`src/rtl/cdr_params.svh`:
```
// Purpose: Offsets, field positions, reset values and masks of the cache diagnostic and error registers.
// Assumes: Coprocessor register numbers are five bits wide.
// Notes: Definitions only.
`ifndef CDR_PARAMS_SVH
`define CDR_PARAMS_SVH

// Coprocessor register numbers.
`define CDR_REG_CHECK_BITS 5'h1a
`define CDR_REG_FAULT_CAPTURE 5'h1b
`define CDR_REG_STAGING_LOW 5'h1c
`define CDR_REG_STAGING_HIGH 5'h1d

// Reset values.
`define CDR_CHECK_RESET 10'h000
`define CDR_WORD_RESET 32'h0000_0000

// Check-bit staging field positions.
`define CDR_CHK_SEC_PARITY 9
`define CDR_CHK_ICACHE_MASK 10'h001
`define CDR_CHK_DCACHE_MASK 10'h00f
`define CDR_CHK_SCACHE_MASK 10'h3ff

// Staging masks per operation and cache.
`define CDR_ITAG_LOW_MASK 32'hffff_ffc3
`define CDR_ITAG_HIGH_MASK 32'h0000_000f
`define CDR_DTAG_LOW_MASK 32'hffff_ffc1
`define CDR_DTAG_HIGH_MASK 32'he000_000f
`define CDR_IDATA_HIGH_MASK 32'h0000_000f
`define CDR_FULL_MASK 32'hffff_ffff
`define CDR_NONE_MASK 32'h0000_0000

// Tag field positions in the low staging register; CDR_DTAG_MOD_LSB is in the high staging register.
`define CDR_TAG_ADDR_LSB 8
`define CDR_ITAG_VALID 7
`define CDR_ITAG_LRU 6
`define CDR_ITAG_STATE_PAR 1
`define CDR_TAG_PAR 0
`define CDR_DTAG_STATE_LSB 6
`define CDR_DTAG_MOD_LSB 29

// Fault capture field positions.
`define CDR_CAP_SRC 30
`define CDR_CAP_OVR 29
`define CDR_CAP_INCON 28
`define CDR_CAP_DWAY 26
`define CDR_CAP_TAWAY 24
`define CDR_CAP_TSWAY 22
`define CDR_CAP_TMWAY 20
`define CDR_CAP_SA 19
`define CDR_CAP_SC 18
`define CDR_CAP_SR 17
`define CDR_CAP_IDX 0

`endif

```
`src/rtl/cdr_pkg.sv`:
```
// Purpose: Types shared by the cache diagnostic and error register files.
// Assumes: Nothing beyond the parameter header.
// Notes: Enumerations carry no explicit codes.
package cdr_pkg;
  typedef enum logic [1:0] {CDR_OP_LOAD_TAG, CDR_OP_STORE_TAG, CDR_OP_LOAD_DATA, CDR_OP_STORE_DATA} cdr_op_t;
  typedef enum logic [1:0] {CDR_TGT_ICACHE, CDR_TGT_DCACHE, CDR_TGT_SCACHE} cdr_target_t;
  typedef enum logic [1:0] {CDR_SRC_ICACHE, CDR_SRC_DCACHE, CDR_SRC_SCACHE, CDR_SRC_SYSBUS} cdr_source_t;
  typedef enum logic [1:0] {CDR_ERR_PARITY, CDR_ERR_SINGLE, CDR_ERR_DOUBLE} cdr_err_t;
  typedef enum logic [2:0] {
    CDR_LS_INVALID, CDR_LS_SHARED, CDR_LS_CLEAN_EXCL, CDR_LS_DIRTY_EXCL,
    CDR_LS_REFILL_CLEAN, CDR_LS_UPGRADE_SHARED, CDR_LS_UPGRADE_CLEAN, CDR_LS_REFILL_DIRTY
  } cdr_line_state_t;
  typedef enum logic {CDR_CAP_EMPTY, CDR_CAP_HELD} cdr_cap_state_t;
endpackage : cdr_pkg

```
`src/rtl/cdr_capture.sv`:
```
// Purpose: Fault capture register with overrun tracking and cache error trap generation.
// Assumes: Error reports arrive as one-cycle pulses synchronous to core_clk.
// Notes: The held error is released by fault_release once the handler is done.
`include "cdr_params.svh"

module cdr_capture #(
  parameter bit LARGE_BLOCK = 1'b0
) (
  // Clock and reset.
  input wire logic core_clk,
  input wire logic rst_n,
  // Error report.
  input wire logic err_valid,
  input wire cdr_pkg::cdr_err_t err_kind,
  input wire cdr_pkg::cdr_source_t err_source,
  input wire logic [1:0] err_data_way,
  input wire logic [1:0] err_tag_way,
  input wire logic [1:0] err_state_way,
  input wire logic [1:0] err_mod_way,
  input wire logic inconsistent_block_error,
  input wire logic sysbus_address_fault,
  input wire logic sysbus_command_fault,
  input wire logic sysbus_response_fault,
  input wire logic [22:6] err_addr,
  // Control.
  input wire logic error_trap_disable,
  input wire logic fault_release,
  // Results.
  output logic [31:0] fault_capture,
  output logic cache_error_trap,
  output logic ecc_corrected
);
  cdr_pkg::cdr_cap_state_t state;
  wire is_ic = (err_source == cdr_pkg::CDR_SRC_ICACHE);
  wire is_dc = (err_source == cdr_pkg::CDR_SRC_DCACHE);
  wire is_sc = (err_source == cdr_pkg::CDR_SRC_SCACHE);
  wire is_sb = (err_source == cdr_pkg::CDR_SRC_SYSBUS);
  wire is_prim = is_ic | is_dc;
  wire uncorrectable = err_valid && (err_kind != cdr_pkg::CDR_ERR_SINGLE);
  wire take_trap = uncorrectable && !error_trap_disable;
  wire [16:0] sec_index = LARGE_BLOCK ? {err_addr[22:7], 1'b0} : err_addr[22:6];
  wire [16:0] prim_index = {9'h000, err_addr[13:6]};
  wire [31:0] fresh;

  // Fields outside the reporting source's format stay zero.
  assign fresh = ({30'h0, err_source} << `CDR_CAP_SRC)
    | ({31'h0, (is_dc | is_sb) & inconsistent_block_error} << `CDR_CAP_INCON)
    | ({30'h0, err_data_way} << `CDR_CAP_DWAY)
    | ({30'h0, is_sb ? 2'b00 : err_tag_way} << `CDR_CAP_TAWAY)
    | ({30'h0, is_prim ? err_state_way : 2'b00} << `CDR_CAP_TSWAY)
    | ({30'h0, is_dc ? err_mod_way : 2'b00} << `CDR_CAP_TMWAY)
    | ({31'h0, is_sb & sysbus_address_fault} << `CDR_CAP_SA)
    | ({31'h0, is_sb & sysbus_command_fault} << `CDR_CAP_SC)
    | ({31'h0, is_sb & sysbus_response_fault} << `CDR_CAP_SR)
    | {15'h0000, is_prim ? prim_index : sec_index};

  always_ff @(posedge core_clk or negedge rst_n) begin
    if (!rst_n) begin
      state <= cdr_pkg::CDR_CAP_EMPTY;
      fault_capture <= `CDR_WORD_RESET;
    end else if (take_trap && state == cdr_pkg::CDR_CAP_HELD) begin
      fault_capture[`CDR_CAP_OVR] <= 1'b1;
    end else if (take_trap) begin
      state <= cdr_pkg::CDR_CAP_HELD;
      fault_capture <= fresh;
    end else if (fault_release) begin
      state <= cdr_pkg::CDR_CAP_EMPTY;
    end
  end

  always_ff @(posedge core_clk or negedge rst_n) begin
    if (!rst_n) begin
      cache_error_trap <= 1'b0;
      ecc_corrected <= 1'b0;
    end else begin
      cache_error_trap <= take_trap;
      ecc_corrected <= err_valid && (err_kind == cdr_pkg::CDR_ERR_SINGLE);
    end
  end

  property p_trap_on_uncorr;
    @(posedge core_clk) disable iff (!rst_n)
    take_trap |=> cache_error_trap;
  endproperty
  a_trap_on_uncorr: assert property (p_trap_on_uncorr)
    else $error("uncorrectable error raised no trap");

  property p_single_no_trap;
    @(posedge core_clk) disable iff (!rst_n)
    err_valid && err_kind == cdr_pkg::CDR_ERR_SINGLE |=> !cache_error_trap && ecc_corrected;
  endproperty
  a_single_no_trap: assert property (p_single_no_trap)
    else $error("single-bit error raised a trap");

  property p_overrun;
    @(posedge core_clk) disable iff (!rst_n)
    state == cdr_pkg::CDR_CAP_HELD && take_trap |=> fault_capture[`CDR_CAP_OVR];
  endproperty
  a_overrun: assert property (p_overrun)
    else $error("overrun not flagged");

  property p_keep_first;
    @(posedge core_clk) disable iff (!rst_n)
    state == cdr_pkg::CDR_CAP_HELD |=> fault_capture[28:0] == $past(fault_capture[28:0]);
  endproperty
  a_keep_first: assert property (p_keep_first)
    else $error("held capture fields changed");
endmodule : cdr_capture

```
`src/rtl/cdr_regs.sv`:
```
// Purpose: Check-bit staging, fault capture and tag staging registers with their cache operation paths.
// Assumes: Array read data accompany a load operation in the same cycle; all inputs synchronous.
// Notes: A cache operation wins over a coprocessor move that writes the same register in the same cycle.
`include "cdr_params.svh"

module cdr_regs #(
  parameter bit LARGE_BLOCK = 1'b0
) (
  // Clock and reset.
  input wire logic core_clk,
  input wire logic rst_n,
  // Coprocessor moves.
  input wire logic move_to_control,
  input wire logic move_from_control,
  input wire logic [4:0] cp0_addr,
  input wire logic [31:0] cp0_wdata,
  output logic [31:0] cp0_rdata,
  output logic cp0_rvalid,
  // Maintenance operation and array read data.
  input wire logic maintenance_op,
  input wire cdr_pkg::cdr_op_t op_kind,
  input wire cdr_pkg::cdr_target_t op_target,
  input wire logic [31:0] array_low,
  input wire logic [31:0] array_high,
  input wire logic [9:0] array_check,
  // Array write data.
  output logic store_valid,
  output logic [31:0] store_low,
  output logic [31:0] store_high,
  output logic [9:0] store_check,
  // Error reports.
  input wire logic err_valid,
  input wire cdr_pkg::cdr_err_t err_kind,
  input wire cdr_pkg::cdr_source_t err_source,
  input wire logic [1:0] err_data_way,
  input wire logic [1:0] err_tag_way,
  input wire logic [1:0] err_state_way,
  input wire logic [1:0] err_mod_way,
  input wire logic inconsistent_block_error,
  input wire logic sysbus_address_fault,
  input wire logic sysbus_command_fault,
  input wire logic sysbus_response_fault,
  input wire logic [22:6] err_addr,
  input wire logic error_trap_disable,
  input wire logic fault_release,
  // Status.
  output logic cache_error_trap,
  output logic ecc_corrected,
  output cdr_pkg::cdr_line_state_t dcache_line_state,
  output logic tag_parity_bad
);
  logic [9:0] check_bits;
  logic [31:0] staging_low;
  logic [31:0] staging_high;
  logic [31:0] fault_capture;

  // Check-bit lanes used per cache; all other lanes are unused.
  function automatic logic [9:0] check_mask(input cdr_pkg::cdr_target_t tgt);
    case (tgt)
      cdr_pkg::CDR_TGT_ICACHE: check_mask = `CDR_CHK_ICACHE_MASK;
      cdr_pkg::CDR_TGT_DCACHE: check_mask = `CDR_CHK_DCACHE_MASK;
      cdr_pkg::CDR_TGT_SCACHE: check_mask = `CDR_CHK_SCACHE_MASK;
      default: check_mask = 10'h000;
    endcase
  endfunction : check_mask

  // Meaningful bits of a staging word per op class, cache and half.
  function automatic logic [31:0] stage_mask(input logic is_tag, input cdr_pkg::cdr_target_t tgt, input logic hi);
    case (tgt)
      cdr_pkg::CDR_TGT_ICACHE: begin
        if (is_tag) begin
          stage_mask = hi ? `CDR_ITAG_HIGH_MASK : `CDR_ITAG_LOW_MASK;
        end else begin
          stage_mask = hi ? `CDR_IDATA_HIGH_MASK : `CDR_FULL_MASK;
        end
      end
      cdr_pkg::CDR_TGT_DCACHE: begin
        if (is_tag) begin
          stage_mask = hi ? `CDR_DTAG_HIGH_MASK : `CDR_DTAG_LOW_MASK;
        end else begin
          stage_mask = hi ? `CDR_NONE_MASK : `CDR_FULL_MASK;
        end
      end
      cdr_pkg::CDR_TGT_SCACHE: stage_mask = `CDR_FULL_MASK;
      default: stage_mask = `CDR_NONE_MASK;
    endcase
  endfunction : stage_mask

  // Data-cache line state from the two state bits and the refill modifier bit.
  function automatic cdr_pkg::cdr_line_state_t line_state(input logic refill, input logic [1:0] st);
    case ({refill, st})
      3'h0: line_state = cdr_pkg::CDR_LS_INVALID;
      3'h1: line_state = cdr_pkg::CDR_LS_SHARED;
      3'h2: line_state = cdr_pkg::CDR_LS_CLEAN_EXCL;
      3'h3: line_state = cdr_pkg::CDR_LS_DIRTY_EXCL;
      3'h4: line_state = cdr_pkg::CDR_LS_REFILL_CLEAN;
      3'h5: line_state = cdr_pkg::CDR_LS_UPGRADE_SHARED;
      3'h6: line_state = cdr_pkg::CDR_LS_UPGRADE_CLEAN;
      default: line_state = cdr_pkg::CDR_LS_REFILL_DIRTY;
    endcase
  endfunction : line_state

  // Operation decode.
  wire op_tag = (op_kind == cdr_pkg::CDR_OP_LOAD_TAG) || (op_kind == cdr_pkg::CDR_OP_STORE_TAG);
  wire op_load = (op_kind == cdr_pkg::CDR_OP_LOAD_TAG) || (op_kind == cdr_pkg::CDR_OP_LOAD_DATA);
  wire do_load = maintenance_op && op_load;
  wire do_store = maintenance_op && !op_load;
  wire data_load = do_load && !op_tag;
  wire tag_load = do_load && op_tag;
  wire [9:0] chk_mask = check_mask(op_target);
  wire [31:0] low_mask = stage_mask(op_tag, op_target, 1'b0);
  wire [31:0] high_mask = stage_mask(op_tag, op_target, 1'b1);
  wire [31:0] next_low_load = array_low & low_mask;
  wire [31:0] next_high_load = array_high & high_mask;
  wire [9:0] next_check_load = array_check & chk_mask;

  // Move decode.
  wire wr_check = move_to_control && (cp0_addr == `CDR_REG_CHECK_BITS);
  wire wr_low = move_to_control && (cp0_addr == `CDR_REG_STAGING_LOW);
  wire wr_high = move_to_control && (cp0_addr == `CDR_REG_STAGING_HIGH);
  wire [31:0] next_rdata = (cp0_addr == `CDR_REG_CHECK_BITS) ? {22'h000000, check_bits} :
    (cp0_addr == `CDR_REG_FAULT_CAPTURE) ? fault_capture :
    (cp0_addr == `CDR_REG_STAGING_LOW) ? staging_low :
    (cp0_addr == `CDR_REG_STAGING_HIGH) ? staging_high : 32'h0000_0000;

  // Instruction tag parity over loaded fields, both parities even.
  wire itag_bad = (^{next_low_load[31:`CDR_TAG_ADDR_LSB], next_high_load[3:0], next_low_load[`CDR_TAG_PAR]})
    | (next_low_load[`CDR_ITAG_VALID] ^ next_low_load[`CDR_ITAG_STATE_PAR]);

  always_ff @(posedge core_clk or negedge rst_n) begin
    if (!rst_n) begin
      check_bits <= `CDR_CHECK_RESET;
    end else if (data_load) begin
      check_bits <= next_check_load;
    end else if (wr_check) begin
      check_bits <= cp0_wdata[9:0];
    end
  end

  always_ff @(posedge core_clk or negedge rst_n) begin
    if (!rst_n) begin
      staging_low <= `CDR_WORD_RESET;
      staging_high <= `CDR_WORD_RESET;
    end else begin
      if (do_load) begin
        staging_low <= next_low_load;
        staging_high <= next_high_load;
      end else begin
        if (wr_low) begin
          staging_low <= cp0_wdata;
        end
        if (wr_high) begin
          staging_high <= cp0_wdata;
        end
      end
    end
  end

  always_ff @(posedge core_clk or negedge rst_n) begin
    if (!rst_n) begin
      store_valid <= 1'b0;
      store_low <= `CDR_WORD_RESET;
      store_high <= `CDR_WORD_RESET;
      store_check <= `CDR_CHECK_RESET;
    end else begin
      store_valid <= do_store;
      if (do_store) begin
        store_low <= staging_low & low_mask;
        store_high <= staging_high & high_mask;
        store_check <= op_tag ? 10'h000 : (check_bits & chk_mask);
      end
    end
  end

  always_ff @(posedge core_clk or negedge rst_n) begin
    if (!rst_n) begin
      cp0_rdata <= `CDR_WORD_RESET;
      cp0_rvalid <= 1'b0;
    end else begin
      cp0_rvalid <= move_from_control;
      if (move_from_control) begin
        cp0_rdata <= next_rdata;
      end
    end
  end

  always_ff @(posedge core_clk or negedge rst_n) begin
    if (!rst_n) begin
      dcache_line_state <= cdr_pkg::CDR_LS_INVALID;
      tag_parity_bad <= 1'b0;
    end else if (tag_load && op_target == cdr_pkg::CDR_TGT_DCACHE) begin
      dcache_line_state <= line_state(next_high_load[`CDR_DTAG_MOD_LSB + 2],
        next_low_load[`CDR_DTAG_STATE_LSB +: 2]);
      tag_parity_bad <= ^{next_low_load[31:`CDR_TAG_ADDR_LSB], next_high_load[3:0], next_low_load[`CDR_TAG_PAR]};
    end else if (tag_load && op_target == cdr_pkg::CDR_TGT_ICACHE) begin
      tag_parity_bad <= itag_bad;
    end
  end

  cdr_capture #(
    .LARGE_BLOCK(LARGE_BLOCK)
  ) u_capture (
    .core_clk(core_clk),
    .rst_n(rst_n),
    .err_valid(err_valid),
    .err_kind(err_kind),
    .err_source(err_source),
    .err_data_way(err_data_way),
    .err_tag_way(err_tag_way),
    .err_state_way(err_state_way),
    .err_mod_way(err_mod_way),
    .inconsistent_block_error(inconsistent_block_error),
    .sysbus_address_fault(sysbus_address_fault),
    .sysbus_command_fault(sysbus_command_fault),
    .sysbus_response_fault(sysbus_response_fault),
    .err_addr(err_addr),
    .error_trap_disable(error_trap_disable),
    .fault_release(fault_release),
    .fault_capture(fault_capture),
    .cache_error_trap(cache_error_trap),
    .ecc_corrected(ecc_corrected)
  );

  property p_tag_skips_check;
    @(posedge core_clk) disable iff (!rst_n)
    tag_load && !wr_check |=> check_bits == $past(check_bits);
  endproperty
  a_tag_skips_check: assert property (p_tag_skips_check)
    else $error("tag operation changed check bits");

  property p_icache_data_load;
    @(posedge core_clk) disable iff (!rst_n)
    data_load && op_target == cdr_pkg::CDR_TGT_ICACHE |=> check_bits[9:1] == 9'h000 && staging_high[31:4] == 28'h0;
  endproperty
  a_icache_data_load: assert property (p_icache_data_load)
    else $error("instruction data load left unused bits set");

  property p_dcache_data_load;
    @(posedge core_clk) disable iff (!rst_n)
    data_load && op_target == cdr_pkg::CDR_TGT_DCACHE |=> check_bits == ($past(array_check) & 10'h00f)
      && staging_high == 32'h0;
  endproperty
  a_dcache_data_load: assert property (p_dcache_data_load)
    else $error("data-cache load parity field wrong");

  property p_sec_data_load;
    @(posedge core_clk) disable iff (!rst_n)
    data_load && op_target == cdr_pkg::CDR_TGT_SCACHE |=> check_bits == $past(array_check);
  endproperty
  a_sec_data_load: assert property (p_sec_data_load)
    else $error("secondary ECC and parity not staged");

  property p_store_ignores;
    @(posedge core_clk) disable iff (!rst_n)
    do_store && !op_tag && op_target == cdr_pkg::CDR_TGT_DCACHE |=> store_valid && store_check[9:4] == 6'h00;
  endproperty
  a_store_ignores: assert property (p_store_ignores)
    else $error("unused check bits driven on store");

  property p_check_read_zero;
    @(posedge core_clk) disable iff (!rst_n)
    move_from_control && cp0_addr == `CDR_REG_CHECK_BITS |=> cp0_rvalid && cp0_rdata[31:10] == 22'h0;
  endproperty
  a_check_read_zero: assert property (p_check_read_zero)
    else $error("reserved check-bit positions read nonzero");

  property p_low_readback;
    @(posedge core_clk) disable iff (!rst_n)
    wr_low && !do_load ##1 move_from_control && cp0_addr == `CDR_REG_STAGING_LOW && !do_load
      |=> cp0_rdata == $past(cp0_wdata, 2);
  endproperty
  a_low_readback: assert property (p_low_readback)
    else $error("staging_low did not read back written value");

  property p_tag_reserved_zero;
    @(posedge core_clk) disable iff (!rst_n)
    tag_load && op_target == cdr_pkg::CDR_TGT_ICACHE |=> staging_low[5:2] == 4'h0 && staging_high[31:4] == 28'h0;
  endproperty
  a_tag_reserved_zero: assert property (p_tag_reserved_zero)
    else $error("reserved tag fields loaded nonzero");

  property p_capture_read;
    @(posedge core_clk) disable iff (!rst_n)
    move_from_control && cp0_addr == `CDR_REG_FAULT_CAPTURE |=> cp0_rdata == $past(fault_capture);
  endproperty
  a_capture_read: assert property (p_capture_read)
    else $error("fault capture read mismatch");

  property p_check_write;
    @(posedge core_clk) disable iff (!rst_n)
    wr_check && !data_load |=> check_bits == $past(cp0_wdata[9:0]);
  endproperty
  a_check_write: assert property (p_check_write)
    else $error("check-bit staging write lost");

  property p_high_readback;
    @(posedge core_clk) disable iff (!rst_n)
    wr_high && !do_load ##1 move_from_control && cp0_addr == `CDR_REG_STAGING_HIGH && !do_load
      |=> cp0_rdata == $past(cp0_wdata, 2);
  endproperty
  a_high_readback: assert property (p_high_readback)
    else $error("staging_high did not read back written value");

  property p_capture_ro;
    @(posedge core_clk) disable iff (!rst_n)
    move_to_control && cp0_addr == `CDR_REG_FAULT_CAPTURE && !err_valid |=> fault_capture == $past(fault_capture);
  endproperty
  a_capture_ro: assert property (p_capture_ro)
    else $error("move changed the fault capture register");

  property p_tag_store_check;
    @(posedge core_clk) disable iff (!rst_n)
    do_store && op_tag |=> store_valid && store_check == 10'h000;
  endproperty
  a_tag_store_check: assert property (p_tag_store_check)
    else $error("tag store drove check bits");

  c_data_store: cover property (@(posedge core_clk) disable iff (!rst_n) do_store && !op_tag);
  c_tag_load_dc: cover property (@(posedge core_clk) disable iff (!rst_n)
    tag_load && op_target == cdr_pkg::CDR_TGT_DCACHE);
  c_trap: cover property (@(posedge core_clk) disable iff (!rst_n) cache_error_trap);
  c_overrun: cover property (@(posedge core_clk) disable iff (!rst_n) fault_capture[`CDR_CAP_OVR]);
endmodule : cdr_regs
```
`config.mk`:
```
export PLATFORM = sky130hd
export DESIGN_NAME = cdr_regs
export DESIGN_NICKNAME = d
export VERILOG_FILES = /design/src/rtl/cdr_pkg.sv /design/src/rtl/cdr_capture.sv /design/src/rtl/cdr_regs.sv
export VERILOG_INCLUDE_DIRS = /design/src /design/src/rtl
export SDC_FILE = /design/constraint.sdc
export NUM_CORES = 1
export LEC_CHECK = 0
export BUFFER_PORTS_ARGS = -buffer_cell sky130_fd_sc_hd__buf_2
export CORE_ASPECT_RATIO = 0.5
export CORE_MARGIN = 5
export CORE_UTILIZATION = 26
export DETAILED_ROUTE_END_ITERATION = 7
export SYNTH_ARGS = -nofsm -noshare
export SYNTH_HDL_FRONTEND = slang
export SYNTH_SLANG_ARGS = --single-unit
```
`constraint.sdc`:
```
create_clock -name core_clk -period 2.34 [get_ports core_clk]
set_clock_uncertainty 0.1 [all_clocks]
set_input_delay 0.351 -clock core_clk [delete_from_list [all_inputs] [get_ports core_clk]]
set_output_delay 0.351 -clock core_clk [all_outputs]
set_load 0.02 [all_outputs]
```
# Yosys cells after proc, flatten, opt, wreduce, memory -nomap -nowiden
# Index checks and enable logic that the tools add are counted.
# word_totals
elab_cells	117
in_bits	156
regBits	221
out_inout_bits	114
# op_classes
bitwise	24
muxes	28
n_reduce_logical	31
n_eq_ne	18
# op_table
op	n
two-way mux 32 bit	9
one-hot mux 32 bit (3 select lines)	2
bitwise AND 32 bit	4
OR 32 x 17 -> 32 bit	1
OR 32 x 18 -> 32 bit	1
OR 32 x 19 -> 32 bit	1
OR 32 x 20 -> 32 bit	1
OR 32 x 22 -> 32 bit	1
OR 32 x 24 -> 32 bit	1
OR 32 x 26 -> 32 bit	1
OR 32 x 28 -> 32 bit	1
OR 32 x 29 -> 32 bit	1
two-way mux 10 bit	3
two-way mux 30 bit	1
one-hot mux 10 bit (3 select lines)	1
parity 29 bit	1
one-hot mux 3 bit (7 select lines)	1
bitwise AND 10 bit	2
equality test 5 bit, second input constant	4
two-way mux 17 bit	1
logical AND 1 bit	13
two-way mux 6 bit	2
nonzero test 2 bit	6
equality test 3 bit, second input constant	3
16 further kinds	39

# Logic depth before layout (Yosys ltp)
# Gate-level depths: netlist of the first run.
# logic_depth
ltp_word	14
mapped_depth	8
depth_no_buf	8

# Modules after synthesis
# A second synthesis of the first run with hierarchy kept.
# unflattened
cells_unflattened	1007
hier_area_um2	10331.2
# modules_own_cells
module	cells_per_inst	n_inst	seq_area_each_um2	area_per_inst_um2
cdr_regs	900	1	4654.5	8869.8
cdr_capture	107	1	875.8	1461.4

# Worst setup path before layout of the first run
# Ideal clock, no wire load.
# synth_timing
kind	input port to flip-flop
startpoint	in cp0_addr[4]
endpoint	reg staging_low[10]
setup_ns	0.132
n_path_buf	2
required_time_ns	2.108
slack_ns	0.490
t_arrival_ns	1.618
cell_stages	8
path_cell_list	nand2_1 nor3b_4 and2b_1 and2_1 buf_4 buf_6 mux2i_1 o21ai_1
# synth_via
elab_chain_cells	3
# synth_rtl
item	line_no	text
start: declaration	cdr_regs.sv:15	input wire logic [4:0] cp0_addr,
equality test 5 bit (no line)	-	
logical AND 1 bit	cdr_regs.sv:119	wire wr_low = move_to_control && (cp0_addr == `CDR_REG_STAGING_LOW);
nonzero test 2 bit (no line)	-	
end signal: assignment	cdr_regs.sv:142	staging_low <= `CDR_WORD_RESET;
end signal: assignment	cdr_regs.sv:146	staging_low <= next_low_load;
end signal: assignment	cdr_regs.sv:150	staging_low <= cp0_wdata;
end: declaration	cdr_regs.sv:53	logic [31:0] staging_low;
# Every way passes these cells.
# A chain may end at the register's enable or synchronous reset.

# Worst setup path in the final report of the first run
# layout_timing
startpoint	in array_low[16]
endpoint	reg tag_parity_bad
# layout_via
elab_chain_cells	5
# layout_rtl
item	line_no	text
start: declaration	cdr_regs.sv:23	input wire logic [31:0] array_low,
bitwise AND 32 bit (*)	cdr_regs.sv:113	wire [31:0] next_low_load = array_low & low_mask;
parity 29 bit (*)	cdr_regs.sv:127, cdr_regs.sv:194	
OR 1 bit	cdr_regs.sv:127	wire itag_bad = (^{next_low_load[31:`CDR_TAG_ADDR_LSB], next_high_load[3:0], next_low_load[`CDR_TAG_PAR]})
two-way mux 1 bit	cdr_regs.sv:195	end else if (tag_load && op_target == cdr_pkg::CDR_TGT_ICACHE) begin
two-way mux 1 bit (*)	cdr_regs.sv:191	end else if (tag_load && op_target == cdr_pkg::CDR_TGT_DCACHE) begin
end signal: assignment	cdr_regs.sv:194	tag_parity_bad <= ^{next_low_load[31:`CDR_TAG_ADDR_LSB], next_high_load[3:0], next_low_load[`CDR_TAG_PAR]};
end signal: assignment	cdr_regs.sv:196	tag_parity_bad <= itag_bad;
end: declaration	cdr_regs.sv:50	output logic tag_parity_bad
# Every way passes the cells marked *; elsewhere a longest branch is shown, timed or not. The select of a mux whose other input is x is not followed.

==> impl_metrics.yaml, run 1 <==
timing:
  worstMarginPinSlew_ps: 597
  setup_viol: 0
  max_freq_mhz: 476
  tns_ps: 0
  maxSlewHeadroom_pct: 60.2
  holdWs_ps: -3.43
  finalHoldViolCount: 1
  period_share_pct: 89.8
  rsz0062_at_grt: "no"
  final.min_clock_period_ps: 2100
  finalMaxSlewViolations: 0
routing:
  drt_iter0_drc: 755
  dr.pass1.iters: 7
  postRouteWirelength_um: 39000
  ant_nets: 0
  vias: 9307
  drt-wirelength-per-cell_um: 20.5
  drc: 0
  vias_per_cell: 4.89
clock_tree:
  cts_buffers: 24
  cts_sinks: 221
  cts-root-buf: "clkbuf_16"
  clock_latency_ps: 520
  cts_setup_buffers: 0
  htreeDepth: 1
  clkTransAtPathRegs_ps: 60
  clk_path_buf_depth: 3
  cts_tree: "yes"
power_and_ir_drop:
  power_density_nw_per_um2: 733
  peakVddDrop_uv: 428
  p_leak_nw: 6.83
  total_power_w: 0.0101
run:
  maxCapViolCount: 0
grt:
  antenna_found_initial: 5
  grt_pass1_wl_um: 58300
  track_usage_pct: 17.0
  grt_max_degree: 77
  grt_pass1_vias: 9572
  overflow: 0
yosys:
  yosys.area.top_type_share_pct: 54.1
  yosys.area.top_type: "dfrtp_1"
  ys.flop_type: "dfrtp_1"
  yosysUniqueCellTypes: 42
  seq_area_frac_synth_pct: 54.1
  synth_area_um2: 10200
  yosys_warnings: 0
  synth-seq-cells: 221
  syn-num-nets: 1206
  netlist_instances: 1045
  synth_edf_count: 0
  synth.avg_cell_area_um2: 9.78
  yosysMostFrequentCell: "nand2_1"
  synth_common_cells: "nand2_1, dfrtp_1, nand3_1"
  synthTopCellsByArea: "dfrtp_1, nand2_1, mux2i_1"
  async_reset_ff_share_pct: 100
die:
  die_x_um: 290
  die_h_um: 150
  pin_count: 270
  start_util_pct: 26.3
  fp.coreArea_um2: 38900
  rows: 51
  dieArea_um2: 43600
placed_design:
  hpwl_um: 27300
  numPortBuffers: 269
  gp_congestion: 0.848
  dpl-instance-area_um2: 12400
  placed_cells: 1800
critical_path:
  worstPathRequired_ps: 2650
  r2r_slack_ps: 1030
  crit_type: "input pin to flop"
  cp.arrival_ps: 2410
  cp-start-kind: "input pin"
  end_kind: "flop"
  cp_max_fo: 2
final_layout:
  nets: 1517
  design_area_um2: 13700
  area_growth_syn_to_layout_pct: 34.4
  instances_no_fill: 1905
  drive_gt1_share_pct: 25.6
outcome:
  status: "finished with violations"
  violations: "hold timing"
hold_path:
  min_path_type: "input pin to flop"
-- cell usage in the layout, fill, tap and decap left out, types with 7 or more instances in the layout --
master	n
dlygate4sd3_1	60
a22o_1	44
buf_12	13
nor2_1	38
nand3b_1	55
and3_1	11
xnor2_1	24
nand2_1	222
clkbuf_8	7
o21ai_0	60
a21oi_1	46
dfrtp_1	221
mux2i_1	64
clkbuf_1	8
o21ai_1	30
nand3_1	72
buf_4	23
clkbuf_16	25
a22oi_1	21
a222oi_1	9
buf_2	268
-- layout make-up --
| type | instances | area, µm² |
|---|---|---|
| Fill cell | 3959 | 25100 |
| Sequential cell | 221 | 5530 |
| Multi-Input combinational cell | 738 | 4360 |
| Timing Repair Buffer | 365 | 2390 |
| Clock buffer | 40 | 752 |
| Tap cell | 530 | 663 |
| Inverter | 6 | 22.5 |
| Clock inverter | 3 | 15.0 |
| Antenna cell | 2 | 5.00 |
-- layer usage --
metal / track usage (%) / part of all wire, % / wire, µm / vias up
li1: - / - / - / 4266
met4: 7.49 / 5.1 / 2010 / 4
met5: 0 / 0.067 / 26 / -
met1: 19.4 / 37 / 14500 / 4635
met2: 32.1 / 53 / 20700 / 290
met3: 2.51 / 4.4 / 1710 / 112
-- state kept, by name, indices dropped and copies added (netlist names) --
| name | flops |
|---|---|
| tag_parity_bad | 1 |
| staging_low | 32 |
| check_bits | 10 |
| staging_high | 32 |
| dcache_line_state | 3 |
| cp0_rvalid | 1 |
| u_capture.cache_error_trap | 1 |
| u_capture.ecc_corrected | 1 |
| u_capture.state | 1 |
| u_capture.fault_capture | 32 |
| cp0_rdata | 32 |
| store_check | 10 |
| store_valid | 1 |
| store_low | 32 |
| store_high | 32 |
-- kinds of logic after synthesis --
family | after synthesis | synth area share (%)
mux | 66 | 6.49
buf+inv | 86 | 3.46
xor+xnor | 28 | 2.53
simple gates | 421 | 19.3
fa+ha+maj | 5 | 0.612
flops | 221 | 54.1
compound gates | 218 | 13.5
-- metrics by stage --
step           worst slack (ps)  utilization [%]
2_1_floorplan               490                -
3_3_place_gp                256             31.8
3_5_place_dp                213             31.8
4_1_cts                     237             35.3
5_1_grt                     101             35.3
6_report                    239             35.3
-- power by group --
| group | switching [W] | leakage, nW | internal (W) |
|---|---|---|---|
| logic | 0.00106 | 3.56 | 0.000693 |
| clock network | 0.00156 | 0.380 | 0.00218 |
| registers | 0.000335 | 2.89 | 0.00424 |
-- repair_timing --
| action | in CTS | in global routing |
|---|---|---|
| gates resized for setup | 0 | 0 |
| hold buffers | 60 | 0 |
| hold endpoints to repair | 123 | 0 |
-- worst max-delay path, stage by stage --
cell	delay (ps)
dlygate4sd3_1	530
buf_2	130
xnor2_1	110
buf_4	140
xnor2_1	160
xnor2_1	140
buf_4	150
xnor3_1	310
xnor2_1	170
o211ai_1	100
o21a_1	120
-- path summary, 6_finish.rpt --
check / to / cells after the start / start
min reg2reg: store_low[26] / 2 / store_low[26]
max: tag_parity_bad / 11 / array_low[16]
min in group asynchronous: store_high[5] / 2 / rst_n
max reg2reg: cp0_rdata[5] / 3 / staging_high[5]
min: u_capture.fault_capture[10] / 3 / err_addr[16]
max in group asynchronous: store_high[0] / 3 / rst_n
(Power assumes the default switching activity.)
==> inputs of run 2 (changes only) <==
--- a/config.mk
+++ b/config.mk
@@ -7,10 +7,12 @@
 export NUM_CORES = 1
 export LEC_CHECK = 0
 export BUFFER_PORTS_ARGS = -buffer_cell sky130_fd_sc_hd__buf_2
+export CELL_PAD_IN_SITES_DETAIL_PLACEMENT = 1
+export CELL_PAD_IN_SITES_GLOBAL_PLACEMENT = 2
 export CORE_ASPECT_RATIO = 0.5
-export CORE_MARGIN = 5
 export CORE_UTILIZATION = 26
 export DETAILED_ROUTE_END_ITERATION = 7
+export PLACE_DENSITY_LB_ADDON = 0.1
 export SYNTH_ARGS = -nofsm -noshare
 export SYNTH_HDL_FRONTEND = slang
 export SYNTH_SLANG_ARGS = --single-unit
==> run 2 against run 1 <==
Against the previous run:
- design area up 2.2%
- count of clock-buffer cells in the layout is 4 lower
- critical endpoint unchanged
- highest routed layer is now met4
- clock power increased by 11%
- the flow now finishes without violations
- critical path type unchanged
==> impl_metrics.yaml, run 2 (same netlist as run 1, synthesis figures left out) <==
outcome:
  status: "completed"
clock_tree:
  cts-root-buf: "clkbuf_16"
  clk_path_buf_depth: 3
  cts_tree: "yes"
  cts_sinks: 221
  cts_setup_buffers: 0
  clock_latency_ps: 530
  cts_buffers: 24
  clkTransAtPathRegs_ps: 70
  ctsResizeCount: 0
  htreeDepth: 1
grt:
  antenna_found_initial: 0
  overflow: 0
  grt_pass1_vias: 9958
  grt_max_degree: 77
  track_usage_pct: 20.5
  grt_pass1_wl_um: 62300
timing:
  rsz0062_at_grt: "no"
  tns_ps: 0
  period_share_pct: 90.2
  finalHoldViolCount: 0
  final.min_clock_period_ps: 2110
  holdWs_ps: 21.5
  finalMaxSlewViolations: 0
  setup_viol: 0
  worstMarginPinSlew_ps: 710
  max_freq_mhz: 474
  maxSlewHeadroom_pct: 52.7
hold_path:
  whs_path_depth: 3
  min_path_type: "input pin to flop"
die:
  die_x_um: 282
  fp.coreArea_um2: 38000
  start_util_pct: 26.9
  dieArea_um2: 40200
  die_h_um: 142
  rows: 50
  pin_count: 270
critical_path:
  slowest_stage: "dlygate4sd3_1"
  max_stage_delay_ps: 530
  crit_path_cell_trace: "dlygate4sd3_1 > buf_2 > xnor2_1 > xnor2_1 > xnor2_1 > buf_4 > xnor3_1 > xnor2_1 > o211ai_1 > o21a_1"
  cp_max_fo: 2
  path_common_cell: "xnor2_1"
  crit_type: "input pin to flop"
  r2r.worst_path.cells: 3
  cp-start-kind: "input pin"
  worstPathRequired_ps: 2670
  cp.arrival_ps: 2440
  end_kind: "flop"
final_layout:
  layout.cells.most_common: "buf_2"
  multi_input_area_um2: 4380
  n_antenna_cell: 0
  nets: 1542
  area_growth_syn_to_layout_pct: 37.4
  fill_cells: 4394
  drive_gt1_share_pct: 25.8
  final_cell_mix: "buf_2, nand2_1, dfrtp_1"
  seqCellArea_um2: 5530
routing:
  dr_wl_met2_um: 19900
  drc: 0
  drt_iter0_drc: 519
  dr.pass1.iters: 7
  ant_nets: 0
  vias_per_cell: 4.79
  wl_met3_um: 1580
  postRouteWirelength_um: 40900
  vias: 9195
  drt-wirelength-per-cell_um: 21.3
  met1_length_um: 18800
  routed.top_layer: "met4"
power_and_ir_drop:
  p_leak_nw: 6.98
  peakVddDrop_uv: 440
  power_density_nw_per_um2: 749
run:
  maxCapViolCount: 0
placed_design:
  hpwl_um: 28300
  gp_congestion: 0.785
  numPortBuffers: 269
run 2: final timing paths:
check,end,startpoint,slack [ps]
max in group asynchronous,cp0_rdata[16],rst_n,1230
min reg2reg,store_high[11],store_high[11],360
min in group asynchronous,store_check[2],rst_n,220
min,staging_low[30],cp0_wdata[30],20
max reg2reg,staging_low[22],staging_low[22],900
max,tag_parity_bad,array_low[16],230
run 2: power by group:
part | switching, W | total, W | leakage [nW] | internal, W
Sequential | 0.000335 | 0.00458 | 2.89 | 0.00424
Clock | 0.00170 | 0.00416 | 0.424 | 0.00246
Combinational | 0.00106 | 0.00178 | 3.66 | 0.000718
Total | 0.00310 | 0.0105 | 6.98 | 0.00742
run 2: timing repair:
action,CTS,global route
endpoints found under the hold margin,129,0
endpoints found under the setup margin,0,0
hold buffers,86,0
run 2: metal layers:
metal  vias up  track usage, %
met1      4666            27.7
met4         0            3.61
li1       4318               -
met5         -               0
met2       168            34.8
met3        43            3.33
run 2: area by class of cell:
type / instances / share of cell area (%)
clock buffers: 36 / 5.39
clock inverters: 8 / 0.686
inverters: 6 / 0.160
multi-input cells: 738 / 31.2
flip-flops and latches: 221 / 39.4
well taps: 520 / 4.63
repair buffers: 390 / 18.5
run 2: through the flow:
step / utilization (%) / cell area [µm²] / power [W] / worst slack (ps) / cells
2_1_floorplan: - / 10200 / 0.00544 / 490 / 1045
3_3_place_gp: 32.4 / 12300 / 0.00630 / 179 / 1789
3_5_place_dp: 32.4 / 12300 / 0.00634 / 187 / 1789
4_1_cts: 36.9 / 14000 / 0.0107 / 179 / 1919
5_1_grt: 36.9 / 14000 / 0.0110 / 67.6 / 1919
6_report: 36.9 / 14000 / 0.0105 / 230 / 1919
run 2: critical path: cells and delay by family:
family / cells / cell delay (ps)
xor gates and xnor gates: 5 / 1020
buffers and inverters: 3 / 840
AOI/OAI and AO/OA: 2 / 220
==> inputs of run 3 (changes only) <==
--- a/config.mk
+++ b/config.mk
@@ -13,6 +13,7 @@
 export CORE_UTILIZATION = 26
 export DETAILED_ROUTE_END_ITERATION = 7
 export PLACE_DENSITY_LB_ADDON = 0.1
+export RECOVER_POWER = 25
 export SYNTH_ARGS = -nofsm -noshare
 export SYNTH_HDL_FRONTEND = slang
 export SYNTH_SLANG_ARGS = --single-unit
==> constraint.sdc (replaced) <==
create_clock -name core_clk -period 2.34 [get_ports core_clk]
set_clock_uncertainty 0.1 [all_clocks]
set_input_delay 0.702 -clock core_clk [delete_from_list [all_inputs] [get_ports core_clk]]
set_output_delay 0.702 -clock core_clk [all_outputs]
set_load 0.02 [all_outputs]
==> run 3 against run 2 <==
Against the previous run:
- the run now ends with capacitance limit, slew limit left
- global-route usage decreased by 0.29 points
- register-to-register slack worse by 40 ps
- final cell count shrank 3.3%
- first-iteration DRC count increased by 3.3%
- largest power group unchanged
==> impl_metrics.yaml, run 3 (same netlist as run 1, synthesis figures left out) <==
routing:
  vias: 8868
  drt-wirelength-per-cell_um: 21.7
  dr.pass1.iters: 5
  drc: 0
  ant_nets: 0
  postRouteWirelength_um: 40300
  drt_iter0_drc: 536
  vias_per_cell: 4.78
power_and_ir_drop:
  p_leak_nw: 6.72
  sequentialPowerShare_pct: 45.0
  switchingPower_w: 0.00303
  power.internal_w: 0.00713
  peakVddDrop_uv: 416
  clockPowerShare_pct: 38.0
  power_density_nw_per_um2: 760
  switching_share_pct: 29.8
  pwr-share-comb_pct: 16.9
clock_tree:
  ctsResizeCount: 0
  htreeDepth: 1
  cts_setup_buffers: 0
  clk_path_buf_depth: 3
  cts_buffers: 24
  cts_tree: "yes"
  clock_latency_ps: 530
  cts_sinks: 221
  clkTransAtPathRegs_ps: 60
  cts-root-buf: "clkbuf_16"
placed_design:
  placed_cells: 1813
  dp_slack_ps: -78.8
  gp_congestion: 0.809
  numPortBuffers: 269
  dpl-instance-area_um2: 12600
  hpwl_um: 28800
grt:
  overflow: 0
  antenna_found_initial: 0
  grt_pass1_wl_um: 60900
  grt_pass1_vias: 9563
  track_usage_pct: 20.2
  grt_max_degree: 112
die:
  dieArea_um2: 40200
  rows: 50
  fp.coreArea_um2: 38000
  start_util_pct: 26.9
  die_h_um: 142
  die_x_um: 282
  pin_count: 270
timing:
  worstMarginPinSlew_ps: 1590
  rsz0062_at_grt: "no"
  finalHoldViolCount: 0
  tns_ps: 0
  period_share_pct: 82.8
  setup_viol: 0
  finalMaxSlewViolations: 66
  maxSlewHeadroom_pct: -5.99
  max_freq_mhz: 516
  fin_ws_ps: 403
  holdWs_ps: 257
  final.min_clock_period_ps: 1940
final_layout:
  n_antenna_cell: 0
  layout.cells.most_common: "buf_2"
  instances_no_fill: 1856
  area_growth_syn_to_layout_pct: 30.8
  drive_gt1_share_pct: 28.1
  final_cell_mix: "buf_2, nand2_1, dfrtp_1"
  design_area_um2: 13400
  nets: 1481
outcome:
  status: "finished with violations"
  violations: "capacitance limit, slew limit"
critical_path:
  crit_family: "buffers and inverters"
  end_kind: "flop"
  worstPathRequired_ps: 2670
  critPathBufInv: 2
  cp.arrival_ps: 2270
  cp_max_fo: 65
  crit_path_cell_trace: "buf_2 > clkbuf_2 > nor2_1 > a21oi_1"
  max_stage_delay_ps: 1140
  cp-start-kind: "input pin"
  slowest_stage: "clkbuf_2"
  crit_type: "input pin to flop"
hold_path:
  min_path_type: "input pin to flop"
run:
  maxCapViolCount: 1
## run 3: final timing paths
check | start | endpoint | slack (ps) | depth (start not counted)
worst max-delay path | move_from_control | cp0_rdata[1] | 400 | 4
worst min-delay path | err_addr[8] | u_capture.fault_capture[2] | 260 | 3
worst max register to register | staging_high[1] | cp0_rdata[1] | 860 | 3
worst min register to register | store_high[26] | store_high[26] | 360 | 2
max in group asynchronous | rst_n | cp0_rdata[9] | 440 | 3
min in group asynchronous | rst_n | store_low[5] | 570 | 2
## run 3: final cells by class
| class | instances | area [µm²] |
|---|---|---|
| multi-input combinational | 738 | 4380 |
| inverter | 6 | 22.5 |
| fill | 4405 | 24700 |
| sequential | 221 | 5530 |
| clock buffer | 34 | 709 |
| tap | 520 | 651 |
| timing repair buffer | 329 | 2010 |
| clock inverter | 8 | 67.6 |
## run 3: what timing repair did
| item | 4_1_cts | 5_1_grt |
|---|---|---|
| hold buffers | 1 | 0 |
| endpoints found under the setup margin | 0 | 0 |
| hold endpoints to repair | 23 | 0 |
## run 3: through the flow
| stage | util [%] | total power [W] |
|---|---|---|
| 2_1_floorplan | - | 0.00544 |
| 3_3_place_gp | 33.2 | 0.00636 |
| 3_5_place_dp | 33.2 | 0.00641 |
| 4_1_cts | 35.3 | 0.0103 |
| 5_1_grt | 35.1 | 0.0107 |
| 6_report | 35.1 | 0.0102 |
## run 3: tightest hold or removal path, stage by stage
cell     delay [ps]
buf_2            70
nand2_1          40
nand2_1          40
## run 3: power groups by stage
stage | Sequential (W) | Clock, W | Combinational [W]
after floorplan | 0.00474 | 0 | 0.000702
after detailed placement | 0.00465 | 0 | 0.00176
final | 0.00457 | 0.00386 | 0.00172
after global routing | 0.00462 | 0.00414 | 0.00190
after global placement | 0.00464 | 0 | 0.00172
after CTS | 0.00458 | 0.00398 | 0.00177
## run 3: routing by layer
metal	global-route usage, %	up-vias	routed length, µm	part of all wire, %
met4	2.87	0	471	1.2
li1	-	4186	-	-
met3	2.79	25	1160	2.9
met5	0	-	0	0
met1	28.1	4515	18900	47
met2	34.0	142	19800	49
